===== src/hw/ipl_map.vh =====
/*
 Register indices, field positions, reset values and bus answer codes for the interrupt level block.
 Assumes a 32-bit AXI4-Lite bus where each register takes one aligned word at four times its index.
*/
`ifndef IPL_MAP_VH
`define IPL_MAP_VH

// Register indices, byte address is index * 4
`define IPL_IDX_PORT 30'h00040260
`define IPL_IDX_T16DMA 30'h00040261
`define IPL_IDX_T16PAIRS 30'h00040262
`define IPL_IDX_T8SER0 30'h00040263
`define IPL_IDX_SER1ADC 30'h00040264
`define IPL_IDX_TRAIL 30'h00040265
`define IPL_IDX_ENABLE 30'h00040266
`define IPL_IDX_PENDING 30'h00040267

// Register select codes
`define IPL_SEL_TRAIL 4'h5
`define IPL_SEL_ENABLE 4'h6
`define IPL_SEL_PENDING 4'h7
`define IPL_SEL_NONE 4'hF

// Field positions inside a level register
`define IPL_HI_MSB 6
`define IPL_HI_LSB 4
`define IPL_LO_MSB 2
`define IPL_LO_LSB 0

// Counts and reset values
`define IPL_NUM_SRC 11
`define IPL_LVL_RST 3'h0
`define IPL_EN_RST 11'h000

// AXI answer codes
`define IPL_RESP_OKAY 2'h0
`define IPL_RESP_SLVERR 2'h2

`endif


===== src/hw/ipl_ctrl.v =====
/*
 Interrupt priority level registers behind an AXI4-Lite slave, with request forwarding to the CPU.
 Assumes source requests and the CPU's current level are synchronous to aclk; one clock, synchronous reset.
*/
`timescale 1ns/1ps
`include "ipl_map.vh"

// Contract
// - Two 3-bit level fields for the port key inputs: low group in bits 6-4, high group in bits 2-0.
// - A 3-bit level in bits 2-0 shared by both DMA kinds, beside the timer 0/1 pair level in bits 6-4.
// - The timer 4/5 pair level sits in bits 6-4 and the timer 2/3 pair level in bits 2-0.
// - Serial channel 0 level sits in bits 6-4 and the shared 8-bit timer level in bits 2-0.
// - The converter level sits in bits 6-4 and serial channel 1 level in bits 2-0.
// - Reserved bits 7-3 of the trailing register read as zero, and software never writes ones there.
module ipl_ctrl (
    input wire aclk,
    input wire aresetn,
    input wire [31:0] s_axi_awaddr,
    input wire [2:0] s_axi_awprot,
    input wire s_axi_awvalid,
    output wire s_axi_awready,
    input wire [31:0] s_axi_wdata,
    input wire [3:0] s_axi_wstrb,
    input wire s_axi_wvalid,
    output wire s_axi_wready,
    output reg [1:0] s_axi_bresp,
    output reg s_axi_bvalid,
    input wire s_axi_bready,
    input wire [31:0] s_axi_araddr,
    input wire [2:0] s_axi_arprot,
    input wire s_axi_arvalid,
    output wire s_axi_arready,
    output reg [31:0] s_axi_rdata,
    output reg [1:0] s_axi_rresp,
    output reg s_axi_rvalid,
    input wire s_axi_rready,
    input wire [10:0] src_req,
    input wire [2:0] cpu_irq_level,
    output reg irq_req,
    output reg [2:0] irq_level,
    output reg [3:0] irq_source
);

localparam RD_IDLE = 2'b01;
localparam RD_RESP = 2'b10;

reg [2:0] lvl [0:10];
reg [10:0] src_en;
reg [31:0] aw_addr;
reg aw_held;
reg [31:0] w_data;
reg [3:0] w_strb;
reg w_held;
reg [1:0] rd_state;
reg [1:0] next_rd_state;
wire [3:0] wr_sel;
wire [3:0] rd_sel;
wire [10:0] active;
wire [32:0] lvl_flat;
wire [2:0] best_level;
wire [3:0] best_idx;
integer k;

// Index decode: word aligned and one of the eight mapped words
function [3:0] reg_sel;
    input [31:0] a;
    begin
        if (a[1:0] != 2'h0)
            reg_sel = `IPL_SEL_NONE;
        else
        begin
            case (a[31:2])
                `IPL_IDX_PORT: reg_sel = 4'h0;
                `IPL_IDX_T16DMA: reg_sel = 4'h1;
                `IPL_IDX_T16PAIRS: reg_sel = 4'h2;
                `IPL_IDX_T8SER0: reg_sel = 4'h3;
                `IPL_IDX_SER1ADC: reg_sel = 4'h4;
                `IPL_IDX_TRAIL: reg_sel = `IPL_SEL_TRAIL;
                `IPL_IDX_ENABLE: reg_sel = `IPL_SEL_ENABLE;
                `IPL_IDX_PENDING: reg_sel = `IPL_SEL_PENDING;
                default: reg_sel = `IPL_SEL_NONE;
            endcase
        end
    end
endfunction

// Read value of a pair register: upper field, reserved zero, lower field
function [31:0] pair_word;
    input [2:0] hi;
    input [2:0] lo;
    begin
        pair_word = {24'h000000, 1'b0, hi, 1'b0, lo};
    end
endfunction

assign wr_sel = reg_sel(aw_addr);
assign rd_sel = reg_sel(s_axi_araddr);

// Address and data taken in either order; both blocked while a response waits
assign s_axi_awready = !aw_held && !s_axi_bvalid;
assign s_axi_wready = !w_held && !s_axi_bvalid;
assign s_axi_arready = (rd_state == RD_IDLE);

always @(posedge aclk)
begin
    if (!aresetn)
    begin
        aw_held <= 1'b0;
        aw_addr <= 32'h00000000;
        w_held <= 1'b0;
        w_data <= 32'h00000000;
        w_strb <= 4'h0;
        s_axi_bvalid <= 1'b0;
        s_axi_bresp <= `IPL_RESP_OKAY;
        src_en <= `IPL_EN_RST;
        for (k = 0; k < `IPL_NUM_SRC; k = k + 1)
            lvl[k] <= `IPL_LVL_RST;
    end
    else
    begin
        if (s_axi_awvalid && s_axi_awready)
        begin
            aw_held <= 1'b1;
            aw_addr <= s_axi_awaddr;
        end
        if (s_axi_wvalid && s_axi_wready)
        begin
            w_held <= 1'b1;
            w_data <= s_axi_wdata;
            w_strb <= s_axi_wstrb;
        end
        if (aw_held && w_held)
        begin
            aw_held <= 1'b0;
            w_held <= 1'b0;
            s_axi_bvalid <= 1'b1;
            s_axi_bresp <= (wr_sel == `IPL_SEL_NONE || wr_sel == `IPL_SEL_PENDING) ?
                           `IPL_RESP_SLVERR : `IPL_RESP_OKAY;
            // Level fields live in byte 0, enable bits 10-8 in byte 1; reserved bits are dropped, never stored
            if (w_strb[0])
            begin
                case (wr_sel)
                    4'h0:
                    begin
                        lvl[0] <= w_data[`IPL_HI_MSB:`IPL_HI_LSB];
                        lvl[1] <= w_data[`IPL_LO_MSB:`IPL_LO_LSB];
                    end
                    4'h1:
                    begin
                        lvl[2] <= w_data[`IPL_HI_MSB:`IPL_HI_LSB];
                        lvl[3] <= w_data[`IPL_LO_MSB:`IPL_LO_LSB];
                    end
                    4'h2:
                    begin
                        lvl[4] <= w_data[`IPL_HI_MSB:`IPL_HI_LSB];
                        lvl[5] <= w_data[`IPL_LO_MSB:`IPL_LO_LSB];
                    end
                    4'h3:
                    begin
                        lvl[6] <= w_data[`IPL_HI_MSB:`IPL_HI_LSB];
                        lvl[7] <= w_data[`IPL_LO_MSB:`IPL_LO_LSB];
                    end
                    4'h4:
                    begin
                        lvl[8] <= w_data[`IPL_HI_MSB:`IPL_HI_LSB];
                        lvl[9] <= w_data[`IPL_LO_MSB:`IPL_LO_LSB];
                    end
                    `IPL_SEL_TRAIL: lvl[10] <= w_data[`IPL_LO_MSB:`IPL_LO_LSB];
                    `IPL_SEL_ENABLE: src_en[7:0] <= w_data[7:0];
                    default: src_en <= src_en;
                endcase
            end
            if (w_strb[1] && wr_sel == `IPL_SEL_ENABLE)
                src_en[10:8] <= w_data[10:8];
        end
        else if (s_axi_bvalid && s_axi_bready)
            s_axi_bvalid <= 1'b0;
    end
end

always @*
begin
    case (rd_state)
        RD_IDLE: next_rd_state = s_axi_arvalid ? RD_RESP : RD_IDLE;
        RD_RESP: next_rd_state = s_axi_rready ? RD_IDLE : RD_RESP;
        default: next_rd_state = RD_IDLE;
    endcase
end

always @(posedge aclk)
begin
    if (!aresetn)
    begin
        rd_state <= RD_IDLE;
        s_axi_rvalid <= 1'b0;
        s_axi_rdata <= 32'h00000000;
        s_axi_rresp <= `IPL_RESP_OKAY;
    end
    else
    begin
        rd_state <= next_rd_state;
        if (rd_state == RD_IDLE && s_axi_arvalid)
        begin
            s_axi_rvalid <= 1'b1;
            s_axi_rresp <= (rd_sel == `IPL_SEL_NONE) ? `IPL_RESP_SLVERR : `IPL_RESP_OKAY;
            case (rd_sel)
                4'h0: s_axi_rdata <= pair_word(lvl[0], lvl[1]);
                4'h1: s_axi_rdata <= pair_word(lvl[2], lvl[3]);
                4'h2: s_axi_rdata <= pair_word(lvl[4], lvl[5]);
                4'h3: s_axi_rdata <= pair_word(lvl[6], lvl[7]);
                4'h4: s_axi_rdata <= pair_word(lvl[8], lvl[9]);
                `IPL_SEL_TRAIL: s_axi_rdata <= {29'h00000000, lvl[10]};
                `IPL_SEL_ENABLE: s_axi_rdata <= {21'h000000, src_en};
                `IPL_SEL_PENDING: s_axi_rdata <= {21'h000000, active};
                default: s_axi_rdata <= 32'h00000000;
            endcase
        end
        else if (rd_state == RD_RESP && s_axi_rready)
            s_axi_rvalid <= 1'b0;
    end
end

// Pending and enabled sources compete; level 0 can never win
assign active = src_req & src_en;

genvar g;
generate
    for (g = 0; g < `IPL_NUM_SRC; g = g + 1)
    begin : pack
        assign lvl_flat[3*g +: 3] = lvl[g];
    end
endgenerate

ipl_max #(
    .NUM_SRC(`IPL_NUM_SRC),
    .IDX_W(4)
) u_max (
    .levels(lvl_flat),
    .active(active),
    .max_level(best_level),
    .max_idx(best_idx)
);

// Registered so the CPU sees level and source settle together with the request
always @(posedge aclk)
begin
    if (!aresetn)
    begin
        irq_req <= 1'b0;
        irq_level <= 3'h0;
        irq_source <= 4'h0;
    end
    else
    begin
        irq_req <= (best_level > cpu_irq_level);
        irq_level <= best_level;
        irq_source <= best_idx;
    end
end

endmodule // ipl_ctrl


===== src/hw/ipl_max.v =====
/*
 Combinational search for the highest level among the active interrupt sources.
 Assumes levels arrive packed three bits per source, source 0 in the low bits.
*/
`timescale 1ns/1ps

module ipl_max #(
    parameter NUM_SRC = 11,
    parameter IDX_W = 4
)(
    input wire [3*NUM_SRC-1:0] levels,
    input wire [NUM_SRC-1:0] active,
    output reg [2:0] max_level,
    output reg [IDX_W-1:0] max_idx
);

integer i;

always @*
begin
    max_level = 3'h0;
    max_idx = {IDX_W{1'b0}};
    // Strict compare, so the lowest source number wins a tie
    for (i = 0; i < NUM_SRC; i = i + 1)
    begin
        if (active[i] && (levels[3*i +: 3] > max_level))
        begin
            max_level = levels[3*i +: 3];
            max_idx = i[IDX_W-1:0];
        end
    end
end

endmodule // ipl_max


===== config.mk =====
export PLATFORM = sky130hd
export DESIGN_NAME = ipl_ctrl
export DESIGN_NICKNAME = d
export VERILOG_FILES = /design/src/hw/ipl_ctrl.v /design/src/hw/ipl_max.v
export VERILOG_INCLUDE_DIRS = /design/src /design/src/hw
export SDC_FILE = /design/constraint.sdc
export NUM_CORES = 1
export LEC_CHECK = 0
export BUFFER_PORTS_ARGS = -buffer_cell sky130_fd_sc_hd__buf_2
export CORE_ASPECT_RATIO = 1.75
export CORE_MARGIN = 2
export CORE_UTILIZATION = 35
export DETAILED_ROUTE_END_ITERATION = 7
export PLACE_DENSITY = 0.68
export SETUP_SLACK_MARGIN = 0.1
export SLEW_MARGIN = 20
export SYNTH_ARGS = -nofsm -noshare
export SYNTH_HDL_FRONTEND = slang
export SYNTH_HIERARCHICAL = 1
export SYNTH_SLANG_ARGS = --single-unit

===== constraint.sdc =====
create_clock -name aclk -period 60.1 [get_ports aclk]
set_clock_uncertainty 0.1 [all_clocks]
set_input_delay 18.03 -clock aclk [delete_from_list [all_inputs] [get_ports aclk]]
set_output_delay 18.03 -clock aclk [all_outputs]
set_load 0.02 [all_outputs]

Word level (Yosys, flattened, before mapping). Memories as Yosys holds them, arrays and structs flattened. Cells that the tools add are included.

Memories kept: 1. Output and inout port bits: 49. RAM bits: 33. Register bits after elaboration: 106. Input port bits: 127. Word-level logic and storage cells: 191.

Equality and inequality tests: 34. Reduce and logical (&&, ||, !) cells: 35. Bitwise logic cells: 13. $lt $le $gt $ge: 12. Multiplexer cells: 78.

Memories: lvl (words 11, bits a word 3, read ports 11, clocked after Yosys merged registers in 0, write ports 11, line ipl_ctrl.v:47) `reg [2:0] lvl [0:10];`.

Operator list (count): $eq A30 B19 Y1 const B (16); $pmux W11 S8 (1); $mux W3 (27); $pmux W4 S8 (2); $mux W1 (36); $gt A3 B3 Y1 (11); $eq A4 B3 Y1 const B (8); $logic_and A1 B1 Y1 (20); $mux W4 (5); $eq A4 B2 Y1 const B (4); $mux W2 (6); $and A11 B11 Y11 (1); $or A1 B1 Y1 (11); $eq A4 B1 Y1 const B (2); $eq A4 B4 Y1 const B (2); $logic_not A4 Y1 (2); $reduce_bool A2 Y1 (4); $pmux W2 S2 (1); $reduce_or A2 Y1 (2); $reduce_or A4 Y1 (1); $gt A3 B1 Y1 const B (1); $logic_not A1 Y1 (3); $reduce_and A3 Y1 (1); $eq A2 B1 Y1 const B (1); other kinds (4) (4).

Logic depth before layout (Yosys ltp). Gate-level depths: netlist (run 1). An unclocked memory read counts as a cell.

Word-level depth: 35. Depth in mapped cells: 83. Depth with buffers taken out: 83.

Cells and area by module. Netlist (run 1), hierarchy kept.

By module, submodules not included: ipl_ctrl (times used 1, cells each 562, sequential area each 2652.5 sq um, area each 5177.5 sq um); ipl_max (times used 1, cells each 224, sequential area each 0.0 sq um, area each 1549.0 sq um).

Worst setup path after synthesis (run 1). No wires, ideal clock.

Path type: input to register. Start point: in src_req[0]. End point: reg irq_req. Setup slack: 28.604 ns. Cell stages on the path: 79. Arrival time: 31.277 ns. Library setup time: 0.119 ns. Data required time: 59.881 ns. Buffers on the path: 0. Path through: and2_1 -> and2_1 -> inv_1 -> ha_1 -> and3b_1 -> o211ai_4 -> o21ai_0 -> ha_1 -> or3b_2 -> nand2_1 -> mux2i_1 -> nor3_2 -> nor2_1 -> mux2_4 -> ha_1 -> nor2_1 -> and2_1 -> maj3_2 -> [43 not listed] -> inv_1 -> a21oi_1 -> a21oi_1 -> maj3_1 -> nand2_1 -> nand2b_1 -> o221ai_1 -> ha_1 -> nor2b_1 -> o21ai_0 -> nand2b_1 -> nand3_1 -> nor2_1 -> a21oi_1 -> ha_1 -> nor2b_1 -> o21ai_0 -> a21oi_1.

Word-level cells in the longest chain between the ends: 34.

RTL lines: start, declared (line ipl_ctrl.v:37) `input wire [10:0] src_req,`; $and A11 B11 Y11 (*) (line ipl_ctrl.v:224) `assign active = src_req & src_en;`; $logic_and A1 B1 Y1 (*) (line ipl_max.v:26) `if (active[i] && (levels[3*i +: 3] > max_level))`; $mux W3 (*) (line ipl_max.v:26); $gt A3 B3 Y1 (line ipl_max.v:26); $logic_and A1 B1 Y1 (line ipl_max.v:26); $mux W3 (*) (line ipl_max.v:26); $gt A3 B3 Y1 (line ipl_max.v:26); $logic_and A1 B1 Y1 (line ipl_max.v:26); [19 not listed]; $gt A3 B3 Y1 (line ipl_max.v:26); $logic_and A1 B1 Y1 (line ipl_max.v:26); $mux W3 (*) (line ipl_max.v:26); $gt A3 B3 Y1 (line ipl_max.v:26); $logic_and A1 B1 Y1 (line ipl_max.v:26); $mux W3 (*) (line ipl_max.v:26); named net best_level[1] (line ipl_ctrl.v:60) `wire [2:0] best_level;`; $gt A3 B3 Y1 (*) (line ipl_ctrl.v:255) `irq_req <= (best_level > cpu_irq_level);`; end signal, assigned (line ipl_ctrl.v:255); end, declared (line ipl_ctrl.v:39) `output reg irq_req,`.

Mark *: on every way through the listed nets, which the timed path passes. The rest lies on a longest branch. A chain may end at the register's enable or synchronous reset.

Final worst setup path (run 1).
Start point: in src_req[0]. End point: reg irq_req.

Word-level cells in the longest chain between the ends: 34.

RTL lines: $and A11 B11 Y11 (*) (line ipl_ctrl.v:224); named net active[0] (line ipl_ctrl.v:58) `wire [10:0] active;`; $logic_and A1 B1 Y1 (*) (line ipl_max.v:26); $mux W3 (*) (line ipl_max.v:26); $gt A3 B3 Y1 (line ipl_max.v:26); $logic_and A1 B1 Y1 (line ipl_max.v:26); $mux W3 (*) (line ipl_max.v:26); $gt A3 B3 Y1 (line ipl_max.v:26); [20 not listed]; $gt A3 B3 Y1 (line ipl_max.v:26); $logic_and A1 B1 Y1 (line ipl_max.v:26); $mux W3 (*) (line ipl_max.v:26); $gt A3 B3 Y1 (line ipl_max.v:26); $logic_and A1 B1 Y1 (line ipl_max.v:26); $mux W3 (*) (line ipl_max.v:26); named net best_level[1] (line ipl_ctrl.v:60); $gt A3 B3 Y1 (*) (line ipl_ctrl.v:255).

Marked as above.

==> results of run 1 <==
per-layer routing:
layer  routed length, um  vias to the layer above
met5                   0                        -
met4                1190                        0
met3                 609                       61
met2                9480                      180
met1                6520                     2707
li1                    -                     2949
report_power, final:
part | switching, uW | internal, uW | leakage, uW | total [uW]
clock network | 36.6 | 61.4 | 0.000268 | 98.0
logic | 12.1 | 7.42 | 0.00199 | 19.5
registers | 2.90 | 83.9 | 0.00102 | 86.8
total | 51.6 | 153 | 0.00328 | 204
synthesized netlist by cell type (3+ instances only):
cell / count
o2111ai_1: 9
o22ai_1: 3
ha_1: 20
a21oi_2: 4
or2_1: 4
inv_1: 33
nand4_1: 8
buf_4: 23
nand2b_1: 8
a31oi_1: 8
a211oi_1: 3
buf_2: 4
nand3b_1: 3
nor4_1: 8
o211ai_1: 6
mux2_2: 5
a21boi_0: 56
a21oi_1: 18
dfxtp_1: 83
a22oi_1: 4
nand3_1: 22
nand2_1: 159
nor3b_1: 3
o21a_1: 3
nor2_1: 65
nor3_1: 4
clkbuf_1: 28
and2_1: 30
nor2b_1: 15
o21ai_0: 27
o211a_1: 3
edfxtp_1: 33
maj3_1: 3
mux2i_1: 14
a21o_1: 5
critical path: cells and delay by family:
| kind | cells | cell delay (ns) |
|---|---|---|
| buf+inv | 5 | 0.34 |
| simple gates | 28 | 4.62 |
| compound gates | 31 | 5.86 |
| fa+ha+maj | 14 | 4.02 |
| mux | 3 | 0.78 |
path summary, 6_finish.rpt:
path / depth (start not counted) / end / startpoint
setup / recovery: 81 / irq_req / src_req[0]
hold / removal: 2 / s_axi_rdata[5] / s_axi_rdata[5]
setup reg to reg: 80 / irq_req / src_en[0]
hold reg to reg: 2 / s_axi_rdata[5] / s_axi_rdata[5]
sequential cells by signal, summed over array words and instances, names as in the netlist:
| register | count |
|---|---|
| aw_addr | 32 |
| aw_held | 1 |
| irq_level | 3 |
| irq_req | 1 |
| irq_source | 4 |
| lvl | 33 |
| rd_state | 2 |
| s_axi_bresp | 1 |
| s_axi_bvalid | 1 |
| s_axi_rdata | 11 |
| s_axi_rresp | 1 |
| s_axi_rvalid | 1 |
| src_en | 11 |
| w_data | 11 |
| w_held | 1 |
| w_strb | 2 |
through the flow:
| stage | util | instances |
|---|---|---|
| after CTS | 0.422 | 1151 |
| after global placement | 0.391 | 1119 |
| after detailed placement | 0.391 | 1119 |
| final | 0.422 | 1151 |
| after global routing | 0.422 | 1151 |
| after floorplan | - | 808 |
final cells by class:
type	instances	area, um2	area share
Timing Repair Buffer	126	638	0.0794
Sequential cell	116	2650	0.330
Multi-Input combinational cell	603	3730	0.465
Clock buffer	18	429	0.0534
Clock inverter	14	154	0.0192
Tap cell	241	302	0.0375
Inverter	33	124	0.0154
logic make-up (layout without fill, tap and decap cells):
logic type,after synthesis,count (layout)
AOI/OAI and AO/OA,183,183
adders and majority gates,24,24
buffers and inverters,89,191
DFF,116,116
muxes,25,25
other,1,23
and+or+nand+nor,348,348
==> metrics.txt, run 1 <==
status complete, no violations; clock sink total 116; Synth Area in Adders 0.0433; final max-slew violation count 0; HP Class register to register; Starting Density 0.353; GR Util met1 0.172; FILL cells 1,912; root buffer cell clkbuf_16; Worst path most repeated cell ha_1; PD cells 25.4 nW/um2; number of global-route vias before repair 5,873; Clock transition at path regs 0.06 ns; Final WS setup 26.62 ns; share of cells above drive strength 1 0.215; Port-buffer cells 123; Mean Syn Cell Area 8.56 um2; first-pass GRT wire length 28.1 mm; Post-CTS Setup Repair Bufs 0; largest family of logic cells by synthesized area simple AND/OR/NAND/NOR gates; Fmax achieved 29.9 MHz; Syn Std Cell Area 6730 um2; hold slack around 0.36 ns; cells after synthesis 786; Seq cells post-synth 116; actual slew at the worst max-slew pin ~0.85 ns; DRC errors left 0; Max transition margin 0.430; num ports 176; Die Y 187 um; Final Hold Fails 0; Die ar. 20,400 um2; Clock Latency Late Sink approximately 0.40 ns; Post-Place Setup Slack 26.58 ns; Leak Pwr 0.00328 uW; max_cap viols 0; CP Max Fanout 10; met2 usage 0.326; reg2reg setup slack 43.96 ns; DP HPWL 14.0 mm; setup TNS 0 ns; Vias slightly below 6,000; Placer Congestion 0.917; largest net degree at the start of global routing 100; xor and xnor area share after synthesis 0; initial drt markers between 200 and 300; Core Region 19,000 um2; routed wire length 17.8 mm; grt ovf 0; H-tree levels 4; complex-gate fraction of the synthesized area 0.206; Tot GR Track Use 0.178; CP Data Arrival Time 33.68 ns; most frequent cells in the layout nand2_1 (158), buf_2 (123), dfxtp_1 (83); ranking of synthesized cells by area dfxtp_1 (25%), edfxtp_1 (15%), nand2_1 (8.9%), a21boi_0 (6.3%), ha_1 (3.7%); CP max stage cell a2111oi_0; commonest non-fill, non-tap cell in the layout nand2_1; RSZ-0062 raised after global routing false; Setup CP Type input port to register; Via density 5.12; share of the yosys chip area belonging to registers 0.394; WP data required 60.30 ns; Post-synth EDFFs 33; share of the synthesized area in the top cell type 0.247; Power Total slightly above 200 uW; Top Usage Layer GRT met2; antenna violations before repair 0; Layout Nets 1,044; CTS Buf Count 17; final period utilization 0.557; Worst VDD drop 25.1 uV; CP startpoint kind input port; count of cell types in the netlist 80; GR Layer Usage met3 0.0359; Final setup violation count 0; Synth Warn # 6; n_diodes 0; ANT nets after route 0; Post-Synth Simple-Gate Area 0.247; post-synth top area cell dfxtp_1; post_cts resized 0; WL/cell 15.5 um; dominant synthesized flop cell dfxtp_1; minimum clock period 33.48 ns; asr flop ratio synth 0; CTS Hold Bufs 0; clk buf depth 2; area delta synth->final 19.4%; slowest stage delay, CP 0.52 ns; Chip Width 109 um; finished layout cell area 8030 um2; Worst setup EP type register; mux share of post-synthesis cell area 0.0445; DR pass1 iterations 5; TritonCTS clock tree yes; row count 67; Post-DP Area 7450 um2
Power figures use the tool's default switching activity.
==> inputs of run 2 (changes only) <==
- ABC_AREA: not set -> 1
- PLACE_DENSITY: 0.68 -> 0.7
- clock period: 60.1 -> 28.6 ns (I/O delays scaled with it)
==> metrics.txt, run 2 <==
status complete, no violations; setup TNS 0 ns; CTS Buf Count 17; CP Data Arrival Time 21.04 ns; cells after synthesis slightly above 900; Commonest cells post-synth nor2_1 (189), nand2_1 (144), inv_1 (114); CP startpoint kind input port; CTS Hold Bufs 0; Worst VDD drop 40.1 uV; root buffer cell clkbuf_16; Fmax achieved between 40 and 50 MHz; share of cells above drive strength 1 0.212; Syn Std Cell Area approximately 6700 um2; most frequent cells in the layout nor2_1 (189), nand2_1 (144), buf_2 (123); launch point of the worst reg-to-reg path src_en[0]; WP data required 28.77 ns; n_diodes 0; hold path cells 2; Post-DP Area approximately 7400 um2; clk buf depth 2; Port-buffer cells 123; Clock transition at path regs 0.06 ns; Worst path most repeated cell ha_1; clock sink total 116; Clock Latency Late Sink 0.41 ns; Mean Syn Cell Area 7.22 um2; Via density 4.83; reg2reg setup slack around 16 ns; Chip Width roughly 110 um; routed wire length 16.8 mm; H-tree levels 4; Die Y 187 um; row count 66; origin of the worst setup path src_req[0]; final max-slew violation count 0; max reg flops 33; Final setup violation count 0; Vias around 6,200; area delta synth->final 19.7%; Worst setup EP type register; DRC errors left 0; Most flops, register lvl; Layout Nets 1,190; WL/cell 13.0 um; DR pass1 iterations 5; final period utilization 0.730; number of global-route vias before repair 6,006; Crit Reg-Reg Endpoint irq_req; ranking of synthesized cells by area dfxtp_1 (25%), edfxtp_1 (15%), nor2_1 (11%), nand2_1 (8.1%), inv_1 (6.4%); grt ovf 0; RSZ-0062 raised after global routing false; Die ar. slightly above 20,000 um2; asr flop ratio synth 0; Max transition margin 0.300; Post-CTS Setup Repair Bufs 0; DP HPWL 13.4 mm; num ports 176; Post-Place Setup Slack 7.29 ns; Setup CP Type input port to register; end point of the critical path irq_req; actual slew at the worst max-slew pin 1.05 ns; largest net degree at the start of global routing 83; Starting Density 0.358; initial drt markers 374; count leader, synth nor2_1; Placer Congestion 0.833; max_cap viols 0; commonest non-fill, non-tap cell in the layout nor2_1; Synth Warn # 6; Tot GR Track Use 0.172; CP max stage cell a22oi_1; TritonCTS clock tree yes; worst r2r path cells approximately 80; minimum clock period 20.87 ns; Largest regs lvl x33, aw_addr x32; post-synth top area cell dfxtp_1; PD cells 55.2 nW/um2; finished layout cell area 8000 um2; post_cts resized 0; ANT nets after route 0; Final WS setup between 7 and 8 ns; Final Hold Fails 0; dominant synthesized flop cell dfxtp_1; count of cell types in the netlist 44; HP Class register to register; CP Max Fanout 6; Leak Pwr 0.00400 uW; Core Region 18,700 um2; first-pass GRT wire length 27.6 mm; share of the synthesized area in the top cell type 0.248; Seq cells post-synth between 100 and 150; Post-synth EDFFs 33; slowest stage delay, CP 0.40 ns; share of the yosys chip area belonging to registers 0.397; antenna violations before repair 1
==> run 2: power breakdown <==
| part | switching [uW] | internal (uW) | leakage, uW |
|---|---|---|---|
| Sequential | 6.18 | 179 | 0.00101 |
| Clock | 73.4 | 141 | 0.000306 |
| Combinational | 27.6 | 15.4 | 0.00268 |
==> run 2: worst min-delay path by stage <==
| stage | start | to | slack (ns) |
|---|---|---|---|
| floorplan | aw_addr[19] | aw_addr[19] | 0.33 |
| global placement | aw_addr[19] | aw_addr[19] | 0.34 |
| detailed placement | aw_addr[11] | aw_addr[11] | 0.35 |
| CTS | aw_addr[11] | aw_addr[11] | 0.36 |
| global route | s_axi_rvalid | s_axi_rvalid | 0.38 |
| finish | aw_addr[19] | aw_addr[19] | 0.35 |
==> run 2: worst max-delay path: cells and delay by family <==
family	cells	cell delay [ns]
AO/OA/AOI/OAI	19	3.60
AND/OR/NAND/NOR	40	4.74
buffers and inverters	12	0.97
adder cells (fa/ha/maj)	11	3.12
==> run 2: per-stage QoR <==
stage | utilization | total power (uW) | cells | hold slack, ns
floorplan | - | 218 | 949 | 0.330
global placement | 0.396 | 231 | 1262 | 0.340
detailed placement | 0.396 | 232 | 1262 | 0.348
CTS | 0.429 | 445 | 1294 | 0.356
global route | 0.429 | 461 | 1294 | 0.385
finish | 0.429 | 442 | 1294 | 0.352
==> run 2: final cells by class <==
| class | instances | area, um2 |
|---|---|---|
| Fill cell | 1946 | 10700 |
| Multi-Input combinational cell | 664 | 3360 |
| Sequential cell | 116 | 2650 |
| Timing Repair Buffer | 125 | 631 |
| Clock buffer | 22 | 495 |
| Inverter | 119 | 447 |
| Tap cell | 238 | 298 |
| Clock inverter | 10 | 118 |
==> run 2: routing by layer <==
metal  up-vias  GRT usage  routed length, um
met5         -          0                  0
met1      2789      0.171               5970
met4         0      0.101                799
met3        48     0.0279                842
li1       3202          -                  -
met2       210      0.324               9170
==> run 2: logic make-up after synthesis <==
kind of cell	synth area share
other	0.000561
buffers and inverters	0.113
adders and majority gates	0.0374
DFF	0.397
AOI/OAI and AO/OA	0.108
and+or+nand+nor	0.345
==> inputs of run 3 (changes only) <==
- PLACE_DENSITY: 0.7 -> 0.68
- clock period: 28.6 -> 20.3 ns (I/O delays scaled with it)
==> metrics.txt, run 3 (synthesis results as in run 2) <==
largest net degree at the start of global routing 83; final period utilization 0.900; clock sink total between 100 and 150; largest delay contributor family on the critical path simple AND/OR/NAND/NOR gates; status complete, no violations; ANT nets after route 0; Vias 6,217; Max transition margin 0.280; CP Max Fanout 6; root buffer cell clkbuf_16; WL/cell 13.2 um; Clock transition at path regs 0.06 ns; Placer Congestion 0.843; grt ovf 0; Clock Latency Late Sink 0.41 ns; initial drt markers 304; most frequent cells in the layout nor2_1 (189), nand2_1 (144), buf_2 (123); area delta synth->final 18.6%; finished layout cell area approximately 7900 um2; CP startpoint kind input port; Largest regs lvl x33, aw_addr x32; num ports between 150 and 200; H-tree levels 4; CTS Hold Bufs 0; actual slew at the worst max-slew pin 1.08 ns; Worst path most repeated cell ha_1; clk buf depth 2; Via density between 4 and 5; Post-DP Area ~7400 um2; WP depth 81; routed wire length 17.1 mm; slowest stage delay, CP 0.37 ns; DRC errors left 0; Setup CP Type input port to register; hold slack approximately 0.36 ns; minimum clock period 18.27 ns; Worst VDD drop 62.4 uV; Port-buffer cells 123; Layout Nets 1,190; final max-slew violation count 0; worst r2r path cells 80; FILL cells 2,001; hold path cells 2; antenna violations before repair 0; WP data required 20.47 ns; multi-input logic area 3360 um2; CTS Buf Count 17; CP Data Arrival Time 18.44 ns; Die ar. 20,300 um2; Die Y 187 um; Routed met2 length 9.45 mm; Chip Width 109 um; Leak Pwr ~0.004 uW; Final setup violation count 0; first-pass GRT wire length 27.2 mm; Max Used Layer met4; Post-CTS Setup Repair Bufs 0; share of cells above drive strength 1 0.213; sequential cell area 2650 um2; row count 66; wl on met1 6.24 mm; Fmax achieved 54.7 MHz; Buf+Inv Stages, Crit Path 12; setup TNS 0 ns; n_diodes 0; Final Hold Fails 0; max_cap viols 0; Finished Core Util 0.425; HP Class register to register; commonest non-fill, non-tap cell in the layout nor2_1; number of global-route vias before repair between 5,000 and 6,000; Core Region 18,700 um2; DR pass1 iterations 5; post_cts resized 0; TritonCTS clock tree yes; PD cells 74.8 nW/um2; met3 routed WL slightly below 800 um; Most flops, register lvl; Tot GR Track Use 0.171; RSZ-0062 raised after global routing false; DP HPWL 13.4 mm; Starting Density 0.358; CP max stage cell a22oi_1; Worst setup EP type register; max reg flops 33
==> run 3: changes by cell type in the layout (fill, tap and decap cells not counted), moves of 2 or more <==
cell        before  now
clkinvlp_4       0    2
inv_6            1    4
bufinv_16        2    0
clkbuf_8         3    1
==> run 3: stage by stage <==
step,std cells,total power [uW],setup slack [ns]
3_3_place_gp,1262,325,1.74
2_1_floorplan,949,308,3.06
4_1_cts,1294,597,2.01
3_5_place_dp,1262,326,1.59
5_1_grt,1294,619,0.755
6_report,1294,593,2.03
==> run 3: worst reg2reg max path, delay by kind of cell (launching register included) <==
family	cells	cell delay [ns]
simple gates	40	4.82
compound gates	18	3.51
buf+inv	11	0.87
fa+ha+maj	11	3.10
flops	1	0.38
==> run 3: final timing paths <==
path / from / end / slack, ns
setup / recovery: src_req[0] / irq_req / 2.03
hold / removal: aw_addr[19] / aw_addr[19] / 0.36
setup reg to reg: src_en[0] / irq_req / 7.42
hold reg to reg: aw_addr[19] / aw_addr[19] / 0.36
==> run 3: power by group <==
part,total [uW],internal [uW],switching [uW]
Combinational,60.7,21.6,39.0
Sequential,260,252,8.62
Clock,272,160,112
Total,593,434,159
==> run 3: layer usage <==
| layer | up-vias | global-route usage |
|---|---|---|
| li1 | 3200 | - |
| met1 | 2808 | 0.173 |
| met2 | 175 | 0.328 |
| met3 | 34 | 0.0272 |
| met4 | 0 | 0.0789 |
| met5 | - | 0 |
==> run 3: layout make-up <==
type	count	area share
clock buffer	18	0.0554
clock inverter	14	0.0128
inverter	119	0.0563
multi-input combinational	664	0.424
sequential	116	0.334
tap	238	0.0375
timing repair buffer	125	0.0795
